===== src/amcc_regs.svh =====
// register offsets, field positions, reset values and beat counts
`ifndef AMCC_REGS_SVH
`define AMCC_REGS_SVH

`define AMCC_SPACE_CFG0_OFS   8'h00
`define AMCC_SPACE_CFG1_OFS   8'h04
`define AMCC_SPACE_CFG2_OFS   8'h08
`define AMCC_SPACE_CFG3_OFS   8'h0c
`define AMCC_WAIT_CFG_OFS     8'h10
`define AMCC_STATUS_OFS       8'h14

`define AMCC_SS_BIT           31
`define AMCC_EW_BIT           30
`define AMCC_W_SETUP_LSB      26
`define AMCC_W_STROBE_LSB     20
`define AMCC_W_HOLD_LSB       17
`define AMCC_R_SETUP_LSB      13
`define AMCC_R_STROBE_LSB     7
`define AMCC_R_HOLD_LSB       4
`define AMCC_TA_LSB           2
`define AMCC_BUS_WIDTH_SELECT_BIT        0

`define AMCC_SPACE_CFG_RST    32'h3fff_fffc
`define AMCC_WAIT_CFG_RST     32'h0000_0000

`define AMCC_BEATS_8BIT       3'h4
`define AMCC_BEATS_16BIT      3'h2

`endif


===== src/amcc_pkg.sv =====
// shared types of the asynchronous memory cycle block
package amcc_pkg;

    typedef enum logic [2:0] {
        AMCC_IDLE   = 3'b000,
        AMCC_TURN   = 3'b001,
        AMCC_SETUP  = 3'b010,
        AMCC_STROBE = 3'b011,
        AMCC_HOLD   = 3'b100
    } amcc_state_t;

    typedef struct packed {
        logic       ss;
        logic       ew;
        logic [3:0] setup;
        logic [5:0] strobe;
        logic [2:0] hold;
        logic [1:0] ta;
        logic       wide;
    } amcc_timing_t;

endpackage


===== src/amcc_axil.sv =====
// axi4-lite slave handshake front end for the register file
`timescale 1ns/10ps
module amcc_axil (
    // clock and reset
    input  wire logic        core_clk,
    input  wire logic        nrst,
    // axi4-lite slave
    input  wire logic [7:0]  awaddr,
    input  wire logic        awvalid,
    output logic             awready,
    input  wire logic [31:0] wdata,
    input  wire logic [3:0]  wstrb,
    input  wire logic        wvalid,
    output logic             wready,
    output logic [1:0]       bresp,
    output logic             bvalid,
    input  wire logic        bready,
    input  wire logic [7:0]  araddr,
    input  wire logic        arvalid,
    output logic             arready,
    output logic [31:0]      rdata,
    output logic [1:0]       rresp,
    output logic             rvalid,
    input  wire logic        rready,
    // register file side
    output logic             wr_fire,
    output logic [7:0]       wr_addr,
    output logic [31:0]      wr_data,
    output logic [3:0]       wr_strb,
    input  wire logic        wr_err,
    output logic [7:0]       rd_addr,
    input  wire logic [31:0] rd_data,
    input  wire logic        rd_err
);
    logic aw_held;
    logic w_held;

    assign rd_addr = araddr;
    assign wr_fire = aw_held && w_held && !bvalid;

    // write address and data taken in either order
    always_ff @(posedge core_clk or negedge nrst) begin
        if (!nrst) begin
            aw_held <= 1'b0;
            w_held  <= 1'b0;
            wr_addr <= 8'h00;
            wr_data <= 32'h0000_0000;
            wr_strb <= 4'h0;
        end else if (wr_fire) begin
            aw_held <= 1'b0;
            w_held  <= 1'b0;
        end else begin
            if (awvalid && awready) begin
                aw_held <= 1'b1;
                wr_addr <= awaddr;
            end
            if (wvalid && wready) begin
                w_held  <= 1'b1;
                wr_data <= wdata;
                wr_strb <= wstrb;
            end
        end
    end

    // ready low while its half is held or the response waits
    always_ff @(posedge core_clk or negedge nrst) begin
        if (!nrst) begin
            awready <= 1'b1;
            wready  <= 1'b1;
        end else if (bvalid && bready) begin
            awready <= 1'b1;
            wready  <= 1'b1;
        end else begin
            awready <= awready && !awvalid;
            wready  <= wready && !wvalid;
        end
    end

    always_ff @(posedge core_clk or negedge nrst) begin
        if (!nrst) begin
            bvalid <= 1'b0;
            bresp  <= 2'h0;
        end else if (wr_fire) begin
            bvalid <= 1'b1;
            bresp  <= wr_err ? 2'h2 : 2'h0;
        end else if (bready) begin
            bvalid <= 1'b0;
        end
    end

    always_ff @(posedge core_clk or negedge nrst) begin
        if (!nrst) begin
            arready <= 1'b1;
            rvalid  <= 1'b0;
            rdata   <= 32'h0000_0000;
            rresp   <= 2'h0;
        end else if (arvalid && arready) begin
            arready <= 1'b0;
            rvalid  <= 1'b1;
            rdata   <= rd_err ? 32'h0000_0000 : rd_data;
            rresp   <= rd_err ? 2'h2 : 2'h0;
        end else if (rready) begin
            arready <= 1'b1;
            rvalid  <= 1'b0;
        end
    end
endmodule


===== src/amcc_top.sv =====
// per-space configuration and external asynchronous memory cycle engine
`timescale 1ns/10ps
`include "amcc_regs.svh"
module amcc_top (
    // clock and reset
    input  wire logic        core_clk,
    input  wire logic        nrst,
    // axi4-lite register bus
    input  wire logic [7:0]  awaddr,
    input  wire logic        awvalid,
    output logic             awready,
    input  wire logic [31:0] wdata,
    input  wire logic [3:0]  wstrb,
    input  wire logic        wvalid,
    output logic             wready,
    output logic [1:0]       bresp,
    output logic             bvalid,
    input  wire logic        bready,
    input  wire logic [7:0]  araddr,
    input  wire logic        arvalid,
    output logic             arready,
    output logic [31:0]      rdata,
    output logic [1:0]       rresp,
    output logic             rvalid,
    input  wire logic        rready,
    // system request port
    input  wire logic        req_valid,
    output logic             req_ready,
    input  wire logic        req_write,
    input  wire logic [1:0]  req_space,
    input  wire logic [22:0] req_word_addr,
    input  wire logic [31:0] req_wdata,
    output logic             resp_valid,
    output logic [31:0]      resp_rdata,
    // external memory pins
    output logic [3:0]       chip_enable_n,
    output logic             output_enable_n,
    output logic             write_enable_n,
    output logic             read_write_select,
    output logic [22:0]      ext_address,
    output logic [1:0]       ext_bank_address,
    input  wire logic [15:0] ext_data_in,
    output logic [15:0]      ext_data_out,
    output logic             ext_data_oe_n,
    input  wire logic [3:0]  wait_input
);
    logic [31:0]              space_config_reg [4];
    logic [31:0]              wait_cycle_config_reg;
    logic                     wr_fire;
    logic [7:0]               wr_addr;
    logic [31:0]              wr_data;
    logic [3:0]               wr_strb;
    logic [7:0]               rd_addr;
    logic [31:0]              rd_data;
    logic                     wr_err;
    logic                     rd_err;
    logic [3:0]               wait_meta;
    logic [3:0]               wait_sync;
    logic [15:0]              data_meta;
    logic [15:0]              data_sync;
    amcc_pkg::amcc_state_t    state;
    amcc_pkg::amcc_state_t    next_state;
    amcc_pkg::amcc_timing_t   tim;
    logic [5:0]               cnt;
    logic [5:0]               next_cnt;
    logic [2:0]               beat;
    logic [2:0]               next_beat;
    logic [2:0]               last_beat;
    logic                     cur_write;
    logic [1:0]               cur_space;
    logic [22:0]              cur_addr;
    logic [31:0]              cur_wdata;
    logic [31:0]              rd_acc;
    logic                     have_last;
    logic                     last_write;
    logic [1:0]               last_space;
    logic                     start;
    logic                     need_turn;
    logic                     stall;
    logic                     finish;
    logic                     beat_done;
    amcc_pkg::amcc_timing_t   new_tim;

    // --- register bus

    amcc_axil u_axil (
        .core_clk (core_clk),
        .nrst     (nrst),
        .awaddr   (awaddr),
        .awvalid  (awvalid),
        .awready  (awready),
        .wdata    (wdata),
        .wstrb    (wstrb),
        .wvalid   (wvalid),
        .wready   (wready),
        .bresp    (bresp),
        .bvalid   (bvalid),
        .bready   (bready),
        .araddr   (araddr),
        .arvalid  (arvalid),
        .arready  (arready),
        .rdata    (rdata),
        .rresp    (rresp),
        .rvalid   (rvalid),
        .rready   (rready),
        .wr_fire  (wr_fire),
        .wr_addr  (wr_addr),
        .wr_data  (wr_data),
        .wr_strb  (wr_strb),
        .wr_err   (wr_err),
        .rd_addr  (rd_addr),
        .rd_data  (rd_data),
        .rd_err   (rd_err)
    );

    // map a byte address to a register slot, 7 when unmapped
    function automatic logic [2:0] reg_slot(input logic [7:0] a);
        case (a)
            `AMCC_SPACE_CFG0_OFS: reg_slot = 3'h0;
            `AMCC_SPACE_CFG1_OFS: reg_slot = 3'h1;
            `AMCC_SPACE_CFG2_OFS: reg_slot = 3'h2;
            `AMCC_SPACE_CFG3_OFS: reg_slot = 3'h3;
            `AMCC_WAIT_CFG_OFS:   reg_slot = 3'h4;
            `AMCC_STATUS_OFS:     reg_slot = 3'h5;
            default:              reg_slot = 3'h7;
        endcase
    endfunction

    function automatic logic [31:0] merge(input logic [31:0] old_v,
                                          input logic [31:0] new_v,
                                          input logic [3:0]  strb);
        logic [31:0] m;
        m = old_v;
        for (int i = 0; i < 4; i++) begin
            if (strb[i]) begin
                m[8*i +: 8] = new_v[8*i +: 8];
            end
        end
        merge = m;
    endfunction

    assign wr_err = reg_slot(wr_addr) > 3'h4;
    assign rd_err = reg_slot(rd_addr) == 3'h7;

    always_comb begin
        case (reg_slot(rd_addr))
            3'h0, 3'h1, 3'h2, 3'h3: rd_data = space_config_reg[rd_addr[3:2]];
            3'h4:    rd_data = {28'h0000000, wait_cycle_config_reg[3:0]};
            3'h5:    rd_data = {24'h000000, wait_sync, 1'b0, cur_space,
                                state != amcc_pkg::AMCC_IDLE};
            default: rd_data = 32'h0000_0000;
        endcase
    end

    generate
        for (genvar s = 0; s < 4; s++) begin : g_space
            always_ff @(posedge core_clk or negedge nrst) begin
                if (!nrst) begin
                    space_config_reg[s] <= `AMCC_SPACE_CFG_RST;
                end else if (wr_fire && reg_slot(wr_addr) == 3'(s)) begin
                    space_config_reg[s] <= merge(space_config_reg[s], wr_data, wr_strb);
                end
            end
        end
    endgenerate

    always_ff @(posedge core_clk or negedge nrst) begin
        if (!nrst) begin
            wait_cycle_config_reg <= `AMCC_WAIT_CFG_RST;
        end else if (wr_fire && reg_slot(wr_addr) == 3'h4) begin
            wait_cycle_config_reg <= merge(wait_cycle_config_reg, wr_data, wr_strb);
        end
    end

    // --- pin synchronisers

    always_ff @(posedge core_clk or negedge nrst) begin
        if (!nrst) begin
            wait_meta <= 4'h0;
            wait_sync <= 4'h0;
            data_meta <= 16'h0000;
            data_sync <= 16'h0000;
        end else begin
            wait_meta <= wait_input;
            wait_sync <= wait_meta;
            data_meta <= ext_data_in;
            data_sync <= data_meta;
        end
    end

    // --- cycle engine

    // timing fields of one space for one direction
    always_comb begin
        new_tim.ss    = space_config_reg[req_space][`AMCC_SS_BIT];
        new_tim.ew    = space_config_reg[req_space][`AMCC_EW_BIT];
        new_tim.ta    = space_config_reg[req_space][`AMCC_TA_LSB +: 2];
        new_tim.wide  = space_config_reg[req_space][`AMCC_BUS_WIDTH_SELECT_BIT];
        if (req_write) begin
            new_tim.setup  = space_config_reg[req_space][`AMCC_W_SETUP_LSB +: 4];
            new_tim.strobe = space_config_reg[req_space][`AMCC_W_STROBE_LSB +: 6];
            new_tim.hold   = space_config_reg[req_space][`AMCC_W_HOLD_LSB +: 3];
        end else begin
            new_tim.setup  = space_config_reg[req_space][`AMCC_R_SETUP_LSB +: 4];
            new_tim.strobe = space_config_reg[req_space][`AMCC_R_STROBE_LSB +: 6];
            new_tim.hold   = space_config_reg[req_space][`AMCC_R_HOLD_LSB +: 3];
        end
    end

    assign start     = req_valid && req_ready;
    assign need_turn = have_last && (last_space != req_space || last_write != req_write);
    assign last_beat = tim.wide ? (`AMCC_BEATS_16BIT - 3'h1) : (`AMCC_BEATS_8BIT - 3'h1);
    assign stall     = tim.ew && (wait_sync[cur_space] == wait_cycle_config_reg[cur_space]);
    assign beat_done = state == amcc_pkg::AMCC_HOLD && cnt == 6'h00;
    assign finish    = beat_done && beat == last_beat;

    always_comb begin
        next_state = state;
        next_cnt   = cnt;
        next_beat  = beat;
        case (state)
            amcc_pkg::AMCC_IDLE: begin
                if (start && need_turn) begin
                    next_state = amcc_pkg::AMCC_TURN;
                    next_cnt   = {4'h0, new_tim.ta};
                end else if (start) begin
                    next_state = amcc_pkg::AMCC_SETUP;
                    next_cnt   = {2'h0, new_tim.setup};
                end
                next_beat = 3'h0;
            end
            amcc_pkg::AMCC_TURN: begin
                if (cnt == 6'h00) begin
                    next_state = amcc_pkg::AMCC_SETUP;
                    next_cnt   = {2'h0, tim.setup};
                end else begin
                    next_cnt = cnt - 6'h01;
                end
            end
            amcc_pkg::AMCC_SETUP: begin
                if (cnt == 6'h00) begin
                    next_state = amcc_pkg::AMCC_STROBE;
                    next_cnt   = tim.strobe;
                end else begin
                    next_cnt = cnt - 6'h01;
                end
            end
            amcc_pkg::AMCC_STROBE: begin
                if (cnt != 6'h00) begin
                    next_cnt = cnt - 6'h01;
                end else if (!stall) begin
                    next_state = amcc_pkg::AMCC_HOLD;
                    next_cnt   = {3'h0, tim.hold};
                end
            end
            amcc_pkg::AMCC_HOLD: begin
                if (cnt != 6'h00) begin
                    next_cnt = cnt - 6'h01;
                end else if (beat == last_beat) begin
                    next_state = amcc_pkg::AMCC_IDLE;
                end else begin
                    next_state = amcc_pkg::AMCC_SETUP;
                    next_cnt   = {2'h0, tim.setup};
                    next_beat  = beat + 3'h1;
                end
            end
            default: begin
                next_state = amcc_pkg::AMCC_IDLE;
                next_cnt   = 6'h00;
                next_beat  = 3'h0;
            end
        endcase
    end

    always_ff @(posedge core_clk or negedge nrst) begin
        if (!nrst) begin
            state <= amcc_pkg::AMCC_IDLE;
            cnt   <= 6'h00;
            beat  <= 3'h0;
        end else begin
            state <= next_state;
            cnt   <= next_cnt;
            beat  <= next_beat;
        end
    end

    // request snapshot, configuration sampled at start of each transfer
    always_ff @(posedge core_clk or negedge nrst) begin
        if (!nrst) begin
            tim       <= '0;
            cur_write <= 1'b0;
            cur_space <= 2'h0;
            cur_addr  <= 23'h000000;
            cur_wdata <= 32'h0000_0000;
        end else if (start) begin
            tim       <= new_tim;
            cur_write <= req_write;
            cur_space <= req_space;
            cur_addr  <= req_word_addr;
            cur_wdata <= req_wdata;
        end
    end

    // history used by the turnaround decision
    always_ff @(posedge core_clk or negedge nrst) begin
        if (!nrst) begin
            have_last  <= 1'b0;
            last_write <= 1'b0;
            last_space <= 2'h0;
        end else if (finish) begin
            have_last  <= 1'b1;
            last_write <= cur_write;
            last_space <= cur_space;
        end
    end

    always_ff @(posedge core_clk or negedge nrst) begin
        if (!nrst) begin
            req_ready <= 1'b1;
        end else if (start) begin
            req_ready <= 1'b0;
        end else if (finish) begin
            req_ready <= 1'b1;
        end
    end

    // read data gathered from the last strobe cycle of each beat
    always_ff @(posedge core_clk or negedge nrst) begin
        if (!nrst) begin
            rd_acc <= 32'h0000_0000;
        end else if (state == amcc_pkg::AMCC_STROBE && next_state == amcc_pkg::AMCC_HOLD) begin
            if (tim.wide) begin
                rd_acc[16*beat[0] +: 16] <= data_sync;
            end else begin
                rd_acc[8*beat[1:0] +: 8] <= data_sync[7:0];
            end
        end
    end

    always_ff @(posedge core_clk or negedge nrst) begin
        if (!nrst) begin
            resp_valid <= 1'b0;
            resp_rdata <= 32'h0000_0000;
        end else begin
            resp_valid <= finish;
            if (finish && !cur_write) begin
                resp_rdata <= rd_acc;
            end
        end
    end

    // --- pins, registered from the next state
    logic n_active;
    logic n_strobe;
    logic n_wr;
    logic n_wide;
    logic [2:0] n_beat;
    logic n_ss;
    logic [1:0] n_space;
    logic [31:0] n_wdata;

    always_comb begin
        n_active = next_state == amcc_pkg::AMCC_SETUP ||
                   next_state == amcc_pkg::AMCC_STROBE ||
                   next_state == amcc_pkg::AMCC_HOLD;
        n_strobe = next_state == amcc_pkg::AMCC_STROBE;
        n_wr     = start ? req_write : cur_write;
        n_wide   = start ? new_tim.wide : tim.wide;
        n_beat   = next_beat;
        n_ss     = start ? new_tim.ss : tim.ss;
        n_space  = start ? req_space : cur_space;
        n_wdata  = start ? req_wdata : cur_wdata;
    end

    always_ff @(posedge core_clk or negedge nrst) begin
        if (!nrst) begin
            chip_enable_n <= 4'hf;
        end else begin
            chip_enable_n <= 4'hf;
            if (n_active && !n_ss) begin
                chip_enable_n[n_space] <= 1'b0;
            end else if (n_strobe && n_ss) begin
                chip_enable_n[n_space] <= 1'b0;
            end
        end
    end

    always_ff @(posedge core_clk or negedge nrst) begin
        if (!nrst) begin
            output_enable_n   <= 1'b1;
            write_enable_n    <= 1'b1;
            read_write_select <= 1'b1;
        end else begin
            output_enable_n   <= !(n_strobe && !n_wr);
            write_enable_n    <= !(n_strobe && n_wr);
            read_write_select <= n_active ? !n_wr : 1'b1;
        end
    end

    always_ff @(posedge core_clk or negedge nrst) begin
        if (!nrst) begin
            ext_address      <= 23'h000000;
            ext_bank_address <= 2'h0;
        end else if (n_active) begin
            ext_address <= start ? req_word_addr : cur_addr;
            if (n_wide) begin
                ext_bank_address <= {n_beat[0], 1'b0};
            end else begin
                ext_bank_address <= n_beat[1:0];
            end
        end
    end

    // write data driven across setup, strobe and hold
    always_ff @(posedge core_clk or negedge nrst) begin
        if (!nrst) begin
            ext_data_out  <= 16'h0000;
            ext_data_oe_n <= 1'b1;
        end else begin
            ext_data_oe_n <= !(n_active && n_wr);
            if (n_active && n_wr) begin
                if (n_wide) begin
                    ext_data_out <= n_beat[0] ? n_wdata[31:16] : n_wdata[15:0];
                end else begin
                    ext_data_out <= {8'h00, n_wdata[8*n_beat[1:0] +: 8]};
                end
            end
        end
    end

endmodule


===== config.mk =====
export PLATFORM = sky130hd
export DESIGN_NAME = amcc_top
export DESIGN_NICKNAME = d
export VERILOG_FILES = /design/src/amcc_pkg.sv /design/src/amcc_axil.sv /design/src/amcc_top.sv
export VERILOG_INCLUDE_DIRS = /design/src /design/src/src
export SDC_FILE = /design/constraint.sdc
export NUM_CORES = 1
export LEC_CHECK = 0
export ABC_AREA = 1
export ABC_CLOCK_PERIOD_IN_PS = 2400
export BUFFER_PORTS_ARGS = -buffer_cell sky130_fd_sc_hd__buf_2
export CAP_MARGIN = 0
export CORE_MARGIN = 10
export CORE_UTILIZATION = 58
export CTS_CLUSTER_SIZE = 8
export DETAILED_ROUTE_END_ITERATION = 8
export PLACE_DENSITY = 0.8
export SETUP_SLACK_MARGIN = 0.1
export SLEW_MARGIN = 20
export SYNTH_ARGS = -nofsm -noshare
export SYNTH_HDL_FRONTEND = slang
export SYNTH_HIERARCHICAL = 1
export SYNTH_SLANG_ARGS = --single-unit

===== constraint.sdc =====
create_clock -name core_clk -period 2.4 [get_ports core_clk]
set_input_delay 0.36 -clock core_clk [delete_from_list [all_inputs] [get_ports core_clk]]
set_output_delay 0.36 -clock core_clk [all_outputs]
set_load 0.1 [all_outputs]

==> run metrics <==
area leader, netlist=dfrtp_1; Post-Synth Adder-Cell Area=0.003038; GRT Total Usage=0.2707; Hold Crit Class=input pin to register; most common cell after layout, fill and taps aside=nand2_1; mux cell area share after synthesis=0; most frequent cells in the layout=nand2_1 (802), dfrtp_1 (337), o21ai_0 (307); Synth Register Bits=461; Post-synth EDFFs=0; CTS tree=yes; max FFs per register=128; Sequential Area=0.01169 mm²; Remaining Overflow, GRT=0; PwrDens=1000 mW/mm²; first-pass GRT wire length=96.78 mm; synth unique cells=54; DR WL/cell=18.77 µm; total clock sinks=461; Slew Limit Fails=0; Post-Route Setup TNS=0 ps; clock latency at the later pin of the worst-skew pair=590 ps; synthesized cell area=0.02059 mm²; Iter 0 DRT Violations=1679; status=finished clean; vias in the first global route=18150; syn_area_per_cell=8.615 µm²; highest clock rate=468.9 MHz; TritonCTS Buffers=67; Post-Route WL=60.27 mm; Buffers on Ports=259; R2R Setup Slk=270 ps; Simple-Gate Fraction of Synth Area=0.2222; kind of critical path=register to register; compound-gate portion of the synthesized area=0.1358; DP Worst Slack=167.3 ps; peak supply drop=0.0009573 V; Die Height=208.4 µm; Post-Syn Instances=2390; Core Region=0.03480 mm²; Die Span X=208.4 µm; Antenna Nets Post-Route=0; Worst slew margin=0.5441; area of the multi-input gates=0.007543 mm²; Max Cap Violations=0; CTS root buf=clkbuf_16; Final WS setup=267.2 ps; CP arrival=2620 ps; Critical Path End Type=register; Period Utilization, post-route=0.8887; Reg clk slew, reported paths=50 ps; layout cells sized above 1=0.2218; initial antenna violation count=1; Max clock buf depth=3; Ports=262; Max stage delay cell, worst path=nor2_2; Die ar.=0.04344 mm²; Post-Synth XOR/XNOR Area=0.001701; worst-path fanout max=16; final hold vios=0; asr flop ratio synth=1.000; post-route minimum period=2133 ps; FP Rows=68; Synth Flop Type=dfrtp_1; # fillers=2584; htree depth=3; CP Cell Sequence=buf_4, nand2_1, o21ai_0, nor2_2, nand2_1, o21ai_0; Remaining DRCs=0; routability congestion estimate=0.9160; CP Launch Type=register; Req. time, crit path=2880 ps; Layout Skew=26.16 ps; Detailed Routing Iterations Pass 1=6; share of the synthesized area in the top cell type=0.4108; sequential share of the synthesized area=0.5677; worst-margin pin slew=683.1 ps; pin count of the biggest net entering global routing=75; Synth area leaders=dfrtp_1 (41%), dfstp_2 (16%), nand2_1 (15%); main combinational cell family by area after synthesis=simple AND/OR/NAND/NOR gates; RSZ-0062 raised after global routing=no; Vias/cell=5.685; hpwl dp=40.18 mm; YS warnings=6; area grow syn2layout=21.80%; Initial Util=0.5917; # nets final=2861; max incr delay on CP=510 ps; final setup fails=0; via count=18260; Pleak=0.01174 µW
[power breakdown]
group          internal, µW  total (µW)  leakage (µW)  switching, µW
combinational          1490        6120       0.00525           4630
sequential             9400       10400       0.00558           1010
clock                  5170        8560      0.000917           3390
[cells by family after synthesis]
| group | count (synthesis) |
|---|---|
| AOI/OAI and AO/OA | 501 |
| xor gates and xnor gates | 4 |
| adders and majority gates | 5 |
| buffers and inverters | 330 |
| DFF | 461 |
| other | 1 |
| and+or+nand+nor | 1088 |
[final cells by class]
class | instances | area share
Timing Repair Buffer | 377 | 0.1022
Antenna cell | 1 | 0.00009978
Clock inverter | 8 | 0.004889
Clock buffer | 98 | 0.07149
Multi-Input combinational cell | 1601 | 0.3008
Tap cell | 455 | 0.02270
Inverter | 210 | 0.03168
Sequential cell | 461 | 0.4662
[metrics by stage]
step	std cells	utilization	power, µW	instance area, µm²	hold WS [ps]
6_report	3211	0.7207	25090	25080	17.07
5_1_grt	3211	0.7207	26270	25080	23.73
4_1_cts	3205	0.7170	25130	24950	1.341
3_5_place_dp	3043	0.6458	16420	22470	337.3
3_3_place_gp	3043	0.6458	16200	22470	334.9
2_1_floorplan	2391	-	14800	20600	64.41
[cells in the mapped netlist (5+ instances only)]
master and number:
buf_6 12, or2_2 23, inv_2 16, a21oi_1 46, o21ai_1 22, nor2_1 58
buf_2 32, nor2_2 11, inv_1 191, clkbuf_1 59, o21a_1 9, o22ai_1 48
nor3_1 9, nand4_1 5, a22oi_1 20, nand3_2 5, buf_4 15, dfrtp_1 338
nand2_2 8, dfstp_2 123, ha_1 5, nand2_1 803, a31oi_1 20, o21ai_0 307
o2bb2ai_1 5, nand3_1 149
[critical path: cells and delay by family, from the launching register on]
kind	cells	cell delay, ps
compound gates	2	340
flops	1	490
buf+inv	1	240
simple gates	3	970
[metal layers]
layer  share of wire  wire (µm)  vias up  GRT usage
met5               0          0        -          0
met4           0.037       2226        0     0.1103
met3           0.089       5357      178    0.06185
met2            0.49      29260      903     0.4444
met1            0.39      23430     8725     0.3396
li1                -          -     8449          -
[worst paths after layout]
kind,startpoint,to,cells after the start
worst max-delay path,beat[0],rd_acc[10],6
min in group asynchronous,nrst,resp_rdata[13],2
max in group asynchronous,nrst,rd_acc[18],3
worst min register to register,data_meta[4],data_sync[4],0
worst min-delay path,wdata[12],u_axil/wr_data[12],3
worst max register to register,beat[0],rd_acc[10],6
[what timing repair did]
action	CTS	global route
hold buffers	56	0
setup endpoints to repair	0	74
hold endpoints to repair	112	0
resized for setup	0	11
buffers inserted	0	3
Note: power is estimated with default switching activity, not from simulation.
